--- src/smrt_regs.svh ---
// Constants of the report sender
// Functional notes
// Transmit only; never waits for any handshake from the recorder.
// Link is three wires: transmit, receive (unused here) and ground.
// Baud, parity, data bits and stop bits set by software.
// One whole report packet per scan period.
// Every byte is printable ASCII or a carriage return. The ID byte is sent unchecked as raw unit ID and channel nibbles.
// Each message ends with exactly one carriage return.
// Last message of a packet is date and time stamp.
// Message starts with ID byte: unit ID high nibble, channel low.
// Each field name is followed by one space.
// Value has at most five digits, with a period at the point.
// Value is followed by a space and a units text.
// Channel message may carry alarm or uncalibrated marker.
// Uncalibrated channel sends only ID byte and uncalibrated marker.
// Field set and order depend on the parameter type.
// Four sense inputs per channel give a weighted 4-bit type code.
// One range-select output per channel toward the preamp.
// Field width counts name, data, units and decimal point.
// Characters framed: start, data LSB first, parity, stop; idle high.
`ifndef SMRT_REGS_SVH
`define SMRT_REGS_SVH

// ==========================================================
// Offsets
`define SMRT_OFF_CTRL 8'h00
`define SMRT_OFF_BAUD 8'h04
`define SMRT_OFF_SCAN 8'h08
`define SMRT_OFF_DATE 8'h0C
`define SMRT_OFF_TIME 8'h10
`define SMRT_OFF_STAT 8'h14
`define SMRT_OFF_INT 8'h18
`define SMRT_OFF_MASK 8'h1C
// Channel block: 0x40 + ch*0x10, words value/temp/raw/status
`define SMRT_CH_REGION 2'b01

// ==========================================================
// Control, channel status and interrupt fields
`define SMRT_CTRL_EN 0
`define SMRT_CTRL_UID 7:4
`define SMRT_CTRL_PAR_EN 8
`define SMRT_CTRL_PAR_ODD 9
`define SMRT_CTRL_SEVEN 10
`define SMRT_CTRL_TWO_STOP 11
`define SMRT_CHST_CAL 0
`define SMRT_CHST_HI 1
`define SMRT_CHST_LO 2
`define SMRT_CHST_RANGE 3
`define SMRT_INT_DONE 0
`define SMRT_INT_OVR 1

// ==========================================================
// Reset values and timing
`define SMRT_CTRL_RST 12'h0000
`define SMRT_CLK_HZ 250000000
`define SMRT_BAUD_RATE 9600
`define SMRT_BAUD_RST (`SMRT_CLK_HZ / `SMRT_BAUD_RATE)
`define SMRT_SCAN_MS 1000
`define SMRT_SCAN_RST (`SMRT_SCAN_MS * (`SMRT_CLK_HZ / 1000))
`define SMRT_DATE_ID 4'h8
`define SMRT_LAST_TK 4'd12

`endif

--- src/smrt_pkg.sv ---
// Types of the serial measurement report sender
package smrt_pkg;

    typedef enum logic [1:0] {
        SMRT_IDLE = 2'b00,
        SMRT_CHAR = 2'b01,
        SMRT_TX = 2'b11
    } smrt_st_e;

    typedef enum logic [2:0] {
        SMRT_K_NONE,
        SMRT_K_ID,
        SMRT_K_STR,
        SMRT_K_NUM,
        SMRT_K_DATE,
        SMRT_K_TIME,
        SMRT_K_CR
    } smrt_kind_e;

    typedef struct packed {
        smrt_st_e st;
        logic [11:0] ctrl;
        logic [15:0] baud;
        logic [31:0] scan;
        logic [31:0] date;
        logic [23:0] tod;
        logic [3:0][22:0] ch_val;
        logic [3:0][22:0] ch_tmp;
        logic [3:0][22:0] ch_raw;
        logic [3:0][3:0] ch_st;
        logic [1:0] int_st;
        logic [1:0] int_mask;
        logic [15:0] s1;
        logic [15:0] s2;
        logic [15:0] s3;
        logic [15:0] code;
        logic [31:0] scan_cnt;
        logic [2:0] ch;
        logic [3:0] tk;
        logic [3:0] ci;
        logic sep;
        logic spd;
        logic [15:0] baud_cnt;
        logic [3:0] bit_cnt;
        logic [11:0] sh;
        logic tx;
        logic [31:0] prdata;
        logic pslverr;
    } smrt_state_s;

endpackage

--- src/smrt_tx.sv ---
// Serial measurement report sender with APB registers
`timescale 1ns/1ps
`include "smrt_regs.svh"

module smrt_tx #(
    parameter logic [31:0] P_SCAN_RST = `SMRT_SCAN_RST
) (
    input wire logic i_core_clk,
    input wire logic i_rstn,
    input wire logic i_psel,
    input wire logic i_penable,
    input wire logic i_pwrite,
    input wire logic [7:0] i_paddr,
    input wire logic [31:0] i_pwdata,
    output logic o_pready,
    output logic [31:0] o_prdata,
    output logic o_pslverr,
    input wire logic [3:0] i_type_code_bit_weight8,
    input wire logic [3:0] i_type_code_bit_weight4,
    input wire logic [3:0] i_type_code_bit_weight2,
    input wire logic [3:0] i_type_code_bit_weight1,
    output logic [3:0] o_range_sel,
    input wire logic i_rx,
    output logic o_tx,
    output logic o_irq
);
    import smrt_pkg::*;

    smrt_state_s q;
    smrt_state_s d;

    // ==========================================================
    // Text tables
    localparam logic [47:0] S_CONDUCTIVITY_FIELD_NAME = 48'h0000_434F_4E44;
    localparam logic [47:0] S_HI = 48'h0048_4941_4C4D;
    localparam logic [47:0] S_NOC = 48'h004E_4F43_414C;

    // Names per type code
    function automatic logic [47:0] name_of(input logic [3:0] c);
        case (c)
            4'd1: name_of = S_CONDUCTIVITY_FIELD_NAME;
            4'd2: name_of = "Na";
            4'd3: name_of = "pH";
            4'd4: name_of = "ORP";
            4'd5: name_of = "DO";
            4'd6: name_of = "ACID";
            default: name_of = "VAL";
        endcase
    endfunction

    // Units per type code
    function automatic logic [47:0] unit_of(input logic [3:0] c);
        case (c)
            4'd1: unit_of = "uS";
            4'd2: unit_of = "ppB";
            4'd3: unit_of = "pH";
            4'd4: unit_of = "mV";
            4'd5: unit_of = "ppm";
            4'd6: unit_of = "Pct";
            default: unit_of = "cnt";
        endcase
    endfunction

    // Strings right-aligned, zero-padded
    function automatic logic [3:0] str_len(input logic [47:0] s);
        str_len = 4'd0;
        for (int i = 0; i < 6; i++) begin
            str_len = str_len + {3'd0, s[8*i +: 8] != 8'h00};
        end
    endfunction

    // Digits above nine are clamped so nothing unprintable leaves
    function automatic logic [7:0] asc(input logic [3:0] n);
        asc = (n > 4'd9) ? 8'h39 : (8'h30 | {4'h0, n});
    endfunction

    // Five digits with a period after dp digits (dp 0: none)
    function automatic logic [7:0] num_char(input logic [22:0] v, input logic [3:0] i);
        logic [2:0] dp;
        logic [3:0] j;
        dp = v[22:20];
        j = (dp != 3'd0 && i > {1'b0, dp}) ? i - 4'd1 : i;
        num_char = (dp != 3'd0 && i == {1'b0, dp}) ? 8'h2E : asc(v[4*(4 - j[2:0]) +: 4]);
    endfunction

    // Date mm-dd-yyyy (base 7) and time hh:mm:ss (base 5)
    function automatic logic [7:0] dt_char(input logic [31:0] v, input logic [3:0] base,
                                           input logic [7:0] sepc, input logic [3:0] i);
        logic [3:0] n;
        n = base - i + {3'd0, i > 4'd2} + {3'd0, i > 4'd5};
        dt_char = (i == 4'd2 || i == 4'd5) ? sepc : asc(v[4*n[2:0] +: 4]);
    endfunction

    // ==========================================================
    // Token decode
    smrt_kind_e kind;
    logic [47:0] str;
    logic [22:0] num;
    logic [3:0] len;
    logic [7:0] chr;
    logic [3:0] code;
    logic cal;
    logic has_temp;
    logic [10:0] keep;

    always_comb begin
        code = q.code[4*q.ch[1:0] +: 4];
        cal = q.ch_st[q.ch[1:0]][`SMRT_CHST_CAL];
        has_temp = (code == 4'd1) || (code == 4'd2) || (code == 4'd3);
        // Uncalibrated: only ID and marker
        // Temperature and raw fields by type; bit k gates token k+1
        keep = cal ? {1'b0, q.ch_st[q.ch[1:0]][2:1] != 2'b00, {3{code == 4'd1}}, {3{has_temp}}, 3'h7} : 11'h400;
        kind = SMRT_K_STR;
        str = 48'h0;
        num = q.ch_val[q.ch[1:0]];
        if (q.ch == 3'd4) begin
            // Stamp message closes the packet
            case (q.tk)
                4'd0: kind = SMRT_K_ID;
                4'd1: str = "DATE";
                4'd2: kind = SMRT_K_DATE;
                4'd3: str = "TIME";
                4'd4: kind = SMRT_K_TIME;
                `SMRT_LAST_TK: kind = SMRT_K_CR;
                default: kind = SMRT_K_NONE;
            endcase
        end else begin
            case (q.tk)
                4'd0: kind = SMRT_K_ID;
                4'd1: str = name_of(code);
                4'd2, 4'd5, 4'd8: begin
                    kind = SMRT_K_NUM;
                    num = (q.tk == 4'd5) ? q.ch_tmp[q.ch[1:0]] : (q.tk == 4'd8) ? q.ch_raw[q.ch[1:0]] : num;
                end
                4'd3, 4'd9: str = unit_of(code);
                4'd4: str = "TEMP";
                4'd6: str = "DEG. C";
                4'd7: str = "RAW";
                // High alarm takes precedence over low
                4'd10: str = q.ch_st[q.ch[1:0]][`SMRT_CHST_HI] ? S_HI : "LOALM";
                4'd11: str = S_NOC;
                `SMRT_LAST_TK: kind = SMRT_K_CR;
                default: kind = SMRT_K_NONE;
            endcase
            if (q.tk != 4'd0 && q.tk < `SMRT_LAST_TK && !keep[q.tk - 4'd1]) begin
                kind = SMRT_K_NONE;
            end
        end
        // Field width includes the period
        case (kind)
            SMRT_K_ID, SMRT_K_CR: len = 4'd1;
            SMRT_K_STR: len = str_len(str);
            SMRT_K_NUM: len = (num[22:20] != 3'd0) ? 4'd6 : 4'd5;
            SMRT_K_DATE: len = 4'd10;
            SMRT_K_TIME: len = 4'd8;
            default: len = 4'd0;
        endcase
        case (kind)
            // Unit ID high, channel low
            SMRT_K_ID: chr = {q.ctrl[`SMRT_CTRL_UID], (q.ch == 3'd4) ? `SMRT_DATE_ID : {1'b0, q.ch}};
            // Single terminator
            SMRT_K_CR: chr = 8'h0D;
            SMRT_K_STR: chr = str[8*(len - 4'd1 - q.ci) +: 8];
            SMRT_K_NUM: chr = num_char(num, q.ci);
            SMRT_K_DATE: chr = dt_char(q.date, 4'd7, 8'h2D, q.ci);
            SMRT_K_TIME: chr = dt_char({8'h0, q.tod}, 4'd5, 8'h3A, q.ci);
            default: chr = 8'h20;
        endcase
    end

    // ==========================================================
    // Next state
    logic [7:0] tx_byte;
    logic [11:0] frame;
    logic [3:0] nbits;
    logic tick;
    logic [1:0] ev;
    logic [1:0] w1c;
    logic wr;
    logic [31:0] rd;
    logic hit;

    always_comb begin
        d = q;
        ev = 2'b00;
        w1c = 2'b00;
        tick = 1'b0;
        tx_byte = 8'h20;
        // Three-stage sense sync, taken when stages 2 and 3 agree
        for (int n = 0; n < 4; n++) begin
            d.s1[4*n +: 4] = {i_type_code_bit_weight8[n], i_type_code_bit_weight4[n],
                              i_type_code_bit_weight2[n], i_type_code_bit_weight1[n]};
        end
        d.s2 = q.s1;
        d.s3 = q.s2;
        d.code = (q.code & (q.s2 ^ q.s3)) | (q.s3 & ~(q.s2 ^ q.s3));

        // Scan timer; a tick during a packet is reported, not queued
        if (!q.ctrl[`SMRT_CTRL_EN]) begin
            d.scan_cnt = 32'h0000_0000;
        end else if (q.scan_cnt + 32'h0000_0001 >= q.scan) begin
            d.scan_cnt = 32'h0000_0000;
            tick = 1'b1;
        end else begin
            d.scan_cnt = q.scan_cnt + 32'h0000_0001;
        end

        // 7-bit data drops bit 7, which ASCII never uses
        // Start low, data LSB first, parity, stop bits high
        frame = 12'hFFF;
        frame[0] = 1'b0;
        frame[8:1] = tx_byte;
        nbits = 4'd10;

        case (q.st)
            SMRT_IDLE: begin
                if (tick) begin
                    d.st = SMRT_CHAR;
                    d.ch = 3'd0;
                    d.tk = 4'd0;
                    d.ci = 4'd0;
                    d.sep = 1'b0;
                    d.spd = 1'b0;
                end
            end
            SMRT_CHAR: begin
                if (q.ci >= len) begin
                    d.ci = 4'd0;
                    d.spd = 1'b0;
                    d.tk = q.tk + 4'd1;
                    if (q.tk == `SMRT_LAST_TK) begin
                        d.tk = 4'd0;
                        d.sep = 1'b0;
                        d.ch = q.ch + 3'd1;
                        if (q.ch == 3'd4) begin
                            d.st = SMRT_IDLE;
                            ev[`SMRT_INT_DONE] = 1'b1;
                        end
                    end
                end else begin
                    // One space between fields
                    if (q.sep && !q.spd && q.ci == 4'd0 && kind != SMRT_K_CR) begin
                        tx_byte = 8'h20;
                        d.spd = 1'b1;
                    end else begin
                        tx_byte = chr;
                        d.ci = q.ci + 4'd1;
                        d.sep = (kind != SMRT_K_ID);
                    end
                    // Framing from control bits
                    frame[8:1] = tx_byte;
                    if (q.ctrl[`SMRT_CTRL_SEVEN]) begin
                        frame[8] = 1'b1;
                    end
                    if (q.ctrl[`SMRT_CTRL_PAR_EN]) begin
                        frame[q.ctrl[`SMRT_CTRL_SEVEN] ? 8 : 9] =
                            ^(q.ctrl[`SMRT_CTRL_SEVEN] ? {1'b0, tx_byte[6:0]} : tx_byte)
                            ^ q.ctrl[`SMRT_CTRL_PAR_ODD];
                    end
                    nbits = 4'd10 - {3'd0, q.ctrl[`SMRT_CTRL_SEVEN]} + {3'd0, q.ctrl[`SMRT_CTRL_PAR_EN]}
                            + {3'd0, q.ctrl[`SMRT_CTRL_TWO_STOP]};
                    d.sh = frame;
                    d.bit_cnt = nbits;
                    d.baud_cnt = 16'h0000;
                    d.st = SMRT_TX;
                end
            end
            SMRT_TX: begin
                // Paced by the baud counter alone, no flow control
                if (q.baud_cnt == 16'h0000) begin
                    if (q.bit_cnt == 4'd0) begin
                        d.st = SMRT_CHAR;
                    end else begin
                        d.tx = q.sh[0];
                        d.sh = {1'b1, q.sh[11:1]};
                        d.bit_cnt = q.bit_cnt - 4'd1;
                        d.baud_cnt = (q.baud == 16'h0000) ? 16'h0000 : q.baud - 16'h0001;
                    end
                end else begin
                    d.baud_cnt = q.baud_cnt - 16'h0001;
                end
            end
            default: d.st = SMRT_IDLE;
        endcase
        if (tick && q.st != SMRT_IDLE) begin
            ev[`SMRT_INT_OVR] = 1'b1;
        end

        // ==========================================================
        // APB slave: zero wait states, read data latched in setup
        hit = 1'b1;
        rd = 32'h0000_0000;
        if (i_paddr[7:6] == `SMRT_CH_REGION) begin
            case (i_paddr[3:2])
                2'd0: rd = {9'h0, q.ch_val[i_paddr[5:4]]};
                2'd1: rd = {9'h0, q.ch_tmp[i_paddr[5:4]]};
                2'd2: rd = {9'h0, q.ch_raw[i_paddr[5:4]]};
                default: rd = {28'h0, q.ch_st[i_paddr[5:4]]};
            endcase
        end else begin
            case (i_paddr)
                `SMRT_OFF_CTRL: rd = {20'h0, q.ctrl};
                `SMRT_OFF_BAUD: rd = {16'h0, q.baud};
                `SMRT_OFF_SCAN: rd = q.scan;
                `SMRT_OFF_DATE: rd = q.date;
                `SMRT_OFF_TIME: rd = {8'h0, q.tod};
                `SMRT_OFF_STAT: rd = {12'h0, q.code, 3'h0, q.st != SMRT_IDLE};
                `SMRT_OFF_INT: rd = {30'h0, q.int_st};
                `SMRT_OFF_MASK: rd = {30'h0, q.int_mask};
                default: hit = 1'b0;
            endcase
        end
        hit = hit && (i_paddr[1:0] == 2'b00);
        if (i_psel && !i_penable) begin
            d.prdata = (hit && !i_pwrite) ? rd : 32'h0000_0000;
            d.pslverr = !hit;
        end
        wr = i_psel && i_penable && i_pwrite && hit;
        if (wr) begin
            if (i_paddr[7:6] == `SMRT_CH_REGION) begin
                case (i_paddr[3:2])
                    2'd0: d.ch_val[i_paddr[5:4]] = i_pwdata[22:0];
                    2'd1: d.ch_tmp[i_paddr[5:4]] = i_pwdata[22:0];
                    2'd2: d.ch_raw[i_paddr[5:4]] = i_pwdata[22:0];
                    default: d.ch_st[i_paddr[5:4]] = i_pwdata[3:0];
                endcase
            end else begin
                case (i_paddr)
                    `SMRT_OFF_CTRL: d.ctrl = i_pwdata[11:0];
                    `SMRT_OFF_BAUD: d.baud = i_pwdata[15:0];
                    `SMRT_OFF_SCAN: d.scan = i_pwdata;
                    `SMRT_OFF_DATE: d.date = i_pwdata;
                    `SMRT_OFF_TIME: d.tod = i_pwdata[23:0];
                    `SMRT_OFF_INT: w1c = i_pwdata[1:0];
                    `SMRT_OFF_MASK: d.int_mask = i_pwdata[1:0];
                    default: ;
                endcase
            end
        end
        // New event beats a same-cycle clear
        d.int_st = (q.int_st & ~w1c) | ev;
    end

    always_ff @(posedge i_core_clk or negedge i_rstn) begin
        if (!i_rstn) begin
            q <= '0;
            q.st <= SMRT_IDLE;
            q.ctrl <= `SMRT_CTRL_RST;
            q.baud <= 16'(`SMRT_BAUD_RST);
            q.scan <= P_SCAN_RST;
            q.sh <= 12'hFFF;
            q.tx <= 1'b1;
        end else begin
            q <= d;
        end
    end

    // ==========================================================
    // Outputs
    assign o_pready = 1'b1;
    assign o_prdata = q.prdata;
    assign o_pslverr = q.pslverr && i_psel && i_penable;
    // Only the transmit wire is driven; receive is ignored
    assign o_tx = q.tx;
    // Range select from channel status
    always_comb begin
        for (int i = 0; i < 4; i++) begin
            o_range_sel[i] = q.ch_st[i][`SMRT_CHST_RANGE];
        end
    end
    assign o_irq = |(q.int_st & q.int_mask);

endmodule // smrt_tx

--- config.mk ---
export PLATFORM = sky130hd
export DESIGN_NAME = smrt_tx
export DESIGN_NICKNAME = d
export VERILOG_FILES = /design/src/smrt_pkg.sv /design/src/smrt_tx.sv
export VERILOG_INCLUDE_DIRS = /design/src
export SDC_FILE = /design/constraint.sdc
export NUM_CORES = 1
export LEC_CHECK = 0
export ABC_AREA = 1
export BUFFER_PORTS_ARGS = -buffer_cell sky130_fd_sc_hd__buf_4
export CORE_ASPECT_RATIO = 0.9
export CORE_MARGIN = 8
export CORE_UTILIZATION = 40
export DETAILED_ROUTE_END_ITERATION = 10
export PLACE_DENSITY = 0.64
export SKIP_LAST_GASP = 1
export SLEW_MARGIN = 20
export SYNTH_ARGS = -nofsm -noshare
export SYNTH_HDL_FRONTEND = slang
export SYNTH_SLANG_ARGS = --single-unit
--- constraint.sdc ---
create_clock -name i_core_clk -period 22.7 [get_ports i_core_clk]
set_input_delay 1.135 -clock i_core_clk [delete_from_list [all_inputs] [get_ports i_core_clk]]
set_output_delay 1.135 -clock i_core_clk [all_outputs]
set_load 0.1 [all_outputs]
==> impl_metrics.yaml <==
status:
  outcome: "finished, final reports clean"
synthesis:
  ys_top_cells_by_count: "nand2_1 (1123), dfrtp_1 (554), o21ai_0 (540)"
  synth_cell_types: 73
  synth_area_leader_cell: "dfrtp_1"
  async_flop_share_pct: 100
  netlist_instances: 4213
  yosysSeqAreaShare_pct: 45.2
  synth-main-ff-cell: "dfrtp_1"
  synth_most_common_cell: "nand2_1"
  synth_top_area_share_pct: 42.4
  synthesis.area_sq_um: 32700
  avgSynthCellArea_sq_um: 7.76
  synth.top_cells.by_area: "dfrtp_1 (42%), nand2_1 (13%), o21ai_0 (8.3%), inv_1 (4.3%), a21oi_1 (3.6%)"
  syn_nets: 4353
  synth_edf_count: 0
  yosys_register_bits: 589
  yosys_warnings: 0
critical_path:
  arrival_ns: 9.52
  critPathMaxStageDelay_ns: 0.93
  path_common_cell: "nand2_1"
  reg2regPathDepth: 41
  reg2reg_to: "q[42]$_DFFE_PN1P_"
  crit_required_ns: 23.25
  cp.depth: 41
  critical_path.startpoint_type: "register"
  worstSetupPathType: "register to register"
  critPathMaxFanout: 73
  crit_buf_inv: 3
  r2r_setup_slack_ns: 13.72
  cp-endpoint: "q[42]$_DFFE_PN1P_"
  end_kind: "register"
  slowest_stage: "dfrtp_4"
  path_delay_family: "simple AND/OR/NAND/NOR gates"
  reg2reg_from: "q[76]$_DFFE_PN0P_"
  critPathLaunch: "q[76]$_DFFE_PN0P_"
power_and_ir_drop:
  p_leak_uw: 0.0169
  switchingPower_uw: 561
  clkPwrFrac_pct: 49.1
  p_sw_share_pct: 24.3
  p_comb_share_pct: 4.4
  p_seq_share_pct: 46.5
  irDropWorstVdd_v: 0.0000582
  power_density_nw_per_um2: 63.3
  intPower_uw: 1740
floorplanning:
  ios: 102
  rows: 99
  fp.dieArea_sq_um: 91200
  die_y_um: 287
  start_util_pct: 40.4
  core-area_sq_um: 81000
  dieWidth_um: 317
routing:
  routed_via_density: 5.73
  wl_um: 112000
  firstDrtPassIters: 7
  drt-wirelength-per-cell_um: 21.3
  postRouteAntennaNets: 0
  drcViolationCount: 0
  first_iter_violations: 3932
  via_count: 30200
global_routing:
  grt_max_degree: 146
  grt_pass1_wl_um: 173000
  grt_antenna_before_repair: 1
  overflow: 0
  grt_usage_pct: 23.9
  grt_pass1_vias: 28100
clock_network:
  clk_pin_slew_worst_paths_ns: 0.06
  cts_resized: 0
  cts_max_level: 3
  cts_hold_buf: 0
  numCtsBuffers: 67
  cts_sinks: 589
  insertion_delay_ns: 0.63
  cts_buffer_depth: 3
  cts-root-buf: "clkbuf_16"
  postCtsSetupBuffers: 0
  cts_tree: "yes"
finish:
  n_antenna_cell: 0
  area_growth_pct: 11.2
  stdcell_count: 5273
  nets: 4304
  fill_cells: 8011
  layout-drive-gt1-share_pct: 9.42
  post-route-util_pct: 44.9
timing:
  grt_setup_unrepaired: "no"
  max_clock_freq_mhz: 111
  whs_ns: 0.347
  relSlewSlack_pct: 8.12
  slew_violations: 0
  min_period_over_period_pct: 39.5
  final-hold-violation-count: 0
  setup_viol: 0
  tightest_slew_ns: 1.34
  min_period_ns: 8.98
  fin_tns_setup_ns: 0
  worst_slack_ns: 13.72
  skew_ns: 0.0165
place:
  dp.cells: 5154
  gp_congestion: 0.948
  portBuffers: 99
  place_ws_ns: 13.97
  dpl.hpwl_um: 75700
hold_path:
  hold_class: "register to register"
job:
  max_cap_viol_count: 0
-- layout by cell type, fill, tap and decap left out, types with 57 or more instances in the layout --
cell and instances:
a21oi_1 237, nand3_1 155, o21ai_0 540, nand2_1 1123, dfrtp_1 552, o22ai_1 57, clkbuf_16 67, inv_1 371
nor2_1 237, buf_4 146, ha_1 73, a22oi_1 114
-- flip-flops by register name (all words and copies together) (netlist names), named ones only --
register and count:
o_prdata 32, d 32, o_tx 1, o_range_sel 4
q 504
-- power by group through the flow --
stage	sequential, uW	clock [uW]	combinational [uW]
floorplan	1080	0	38.0
global placement	1090	0	100
detailed placement	1090	0	100
CTS	1070	1140	100
global route	1070	1180	109
finish	1070	1130	101
-- worst min path at each step --
| stage | from | to | depth (start not counted) |
|---|---|---|---|
| 2_1_floorplan | d[143]$_DFF_PN0_ | d[127]$_DFF_PN0_ | 0 |
| 3_3_place_gp | d[151]$_DFF_PN0_ | d[135]$_DFF_PN0_ | 0 |
| 3_5_place_dp | d[144]$_DFF_PN0_ | d[128]$_DFF_PN0_ | 0 |
| 4_1_cts | d[144]$_DFF_PN0_ | d[128]$_DFF_PN0_ | 0 |
| 5_1_grt | d[158]$_DFF_PN0_ | d[142]$_DFF_PN0_ | 0 |
| 6_report | d[153]$_DFF_PN0_ | d[137]$_DFF_PN0_ | 0 |
-- cell type report --
cell class	count	area [sq um]	share of cell area, %
multi-input combinational	2960	15300	42.1
sequential	589	14800	40.7
clock buffer	99	1960	5.38
inverter	396	1500	4.11
tap	1060	1330	3.65
timing repair buffer	150	1180	3.24
clock inverter	19	303	0.833
-- metrics by stage --
stage / total power (uW) / area (sq um)
finish: 2300 / 36400
global route: 2360 / 36400
CTS: 2310 / 36300
detailed placement: 1190 / 34000
global placement: 1190 / 34000
floorplan: 1120 / 32700
-- metal layers --
layer | track usage, % | share of wire, % | vias up
li1 | - | - | 14000
met1 | 34.2 | 44 | 14500
met2 | 34.6 | 42 | 1523
met3 | 6.42 | 11 | 234
met4 | 8.22 | 3.6 | 4
met5 | 0 | 0.026 | -
-- cell families (layout without fill, tap and decap cells) --
logic type / count (synthesis) / in the layout / share of synthesized area (%)
AOI/OAI and AO/OA: 1123 / 1123 / 20.0
xor gates and xnor gates: 46 / 46 / 1.23
adders and majority gates: 94 / 94 / 3.59
buffers and inverters: 664 / 664 / 8.43
DFF: 589 / 589 / 45.2
muxes: 6 / 6 / 0.184
other: 1 / 1 / 0.0115
and+or+nand+nor: 1690 / 1690 / 21.4
Power figures use the tool's default switching activity.
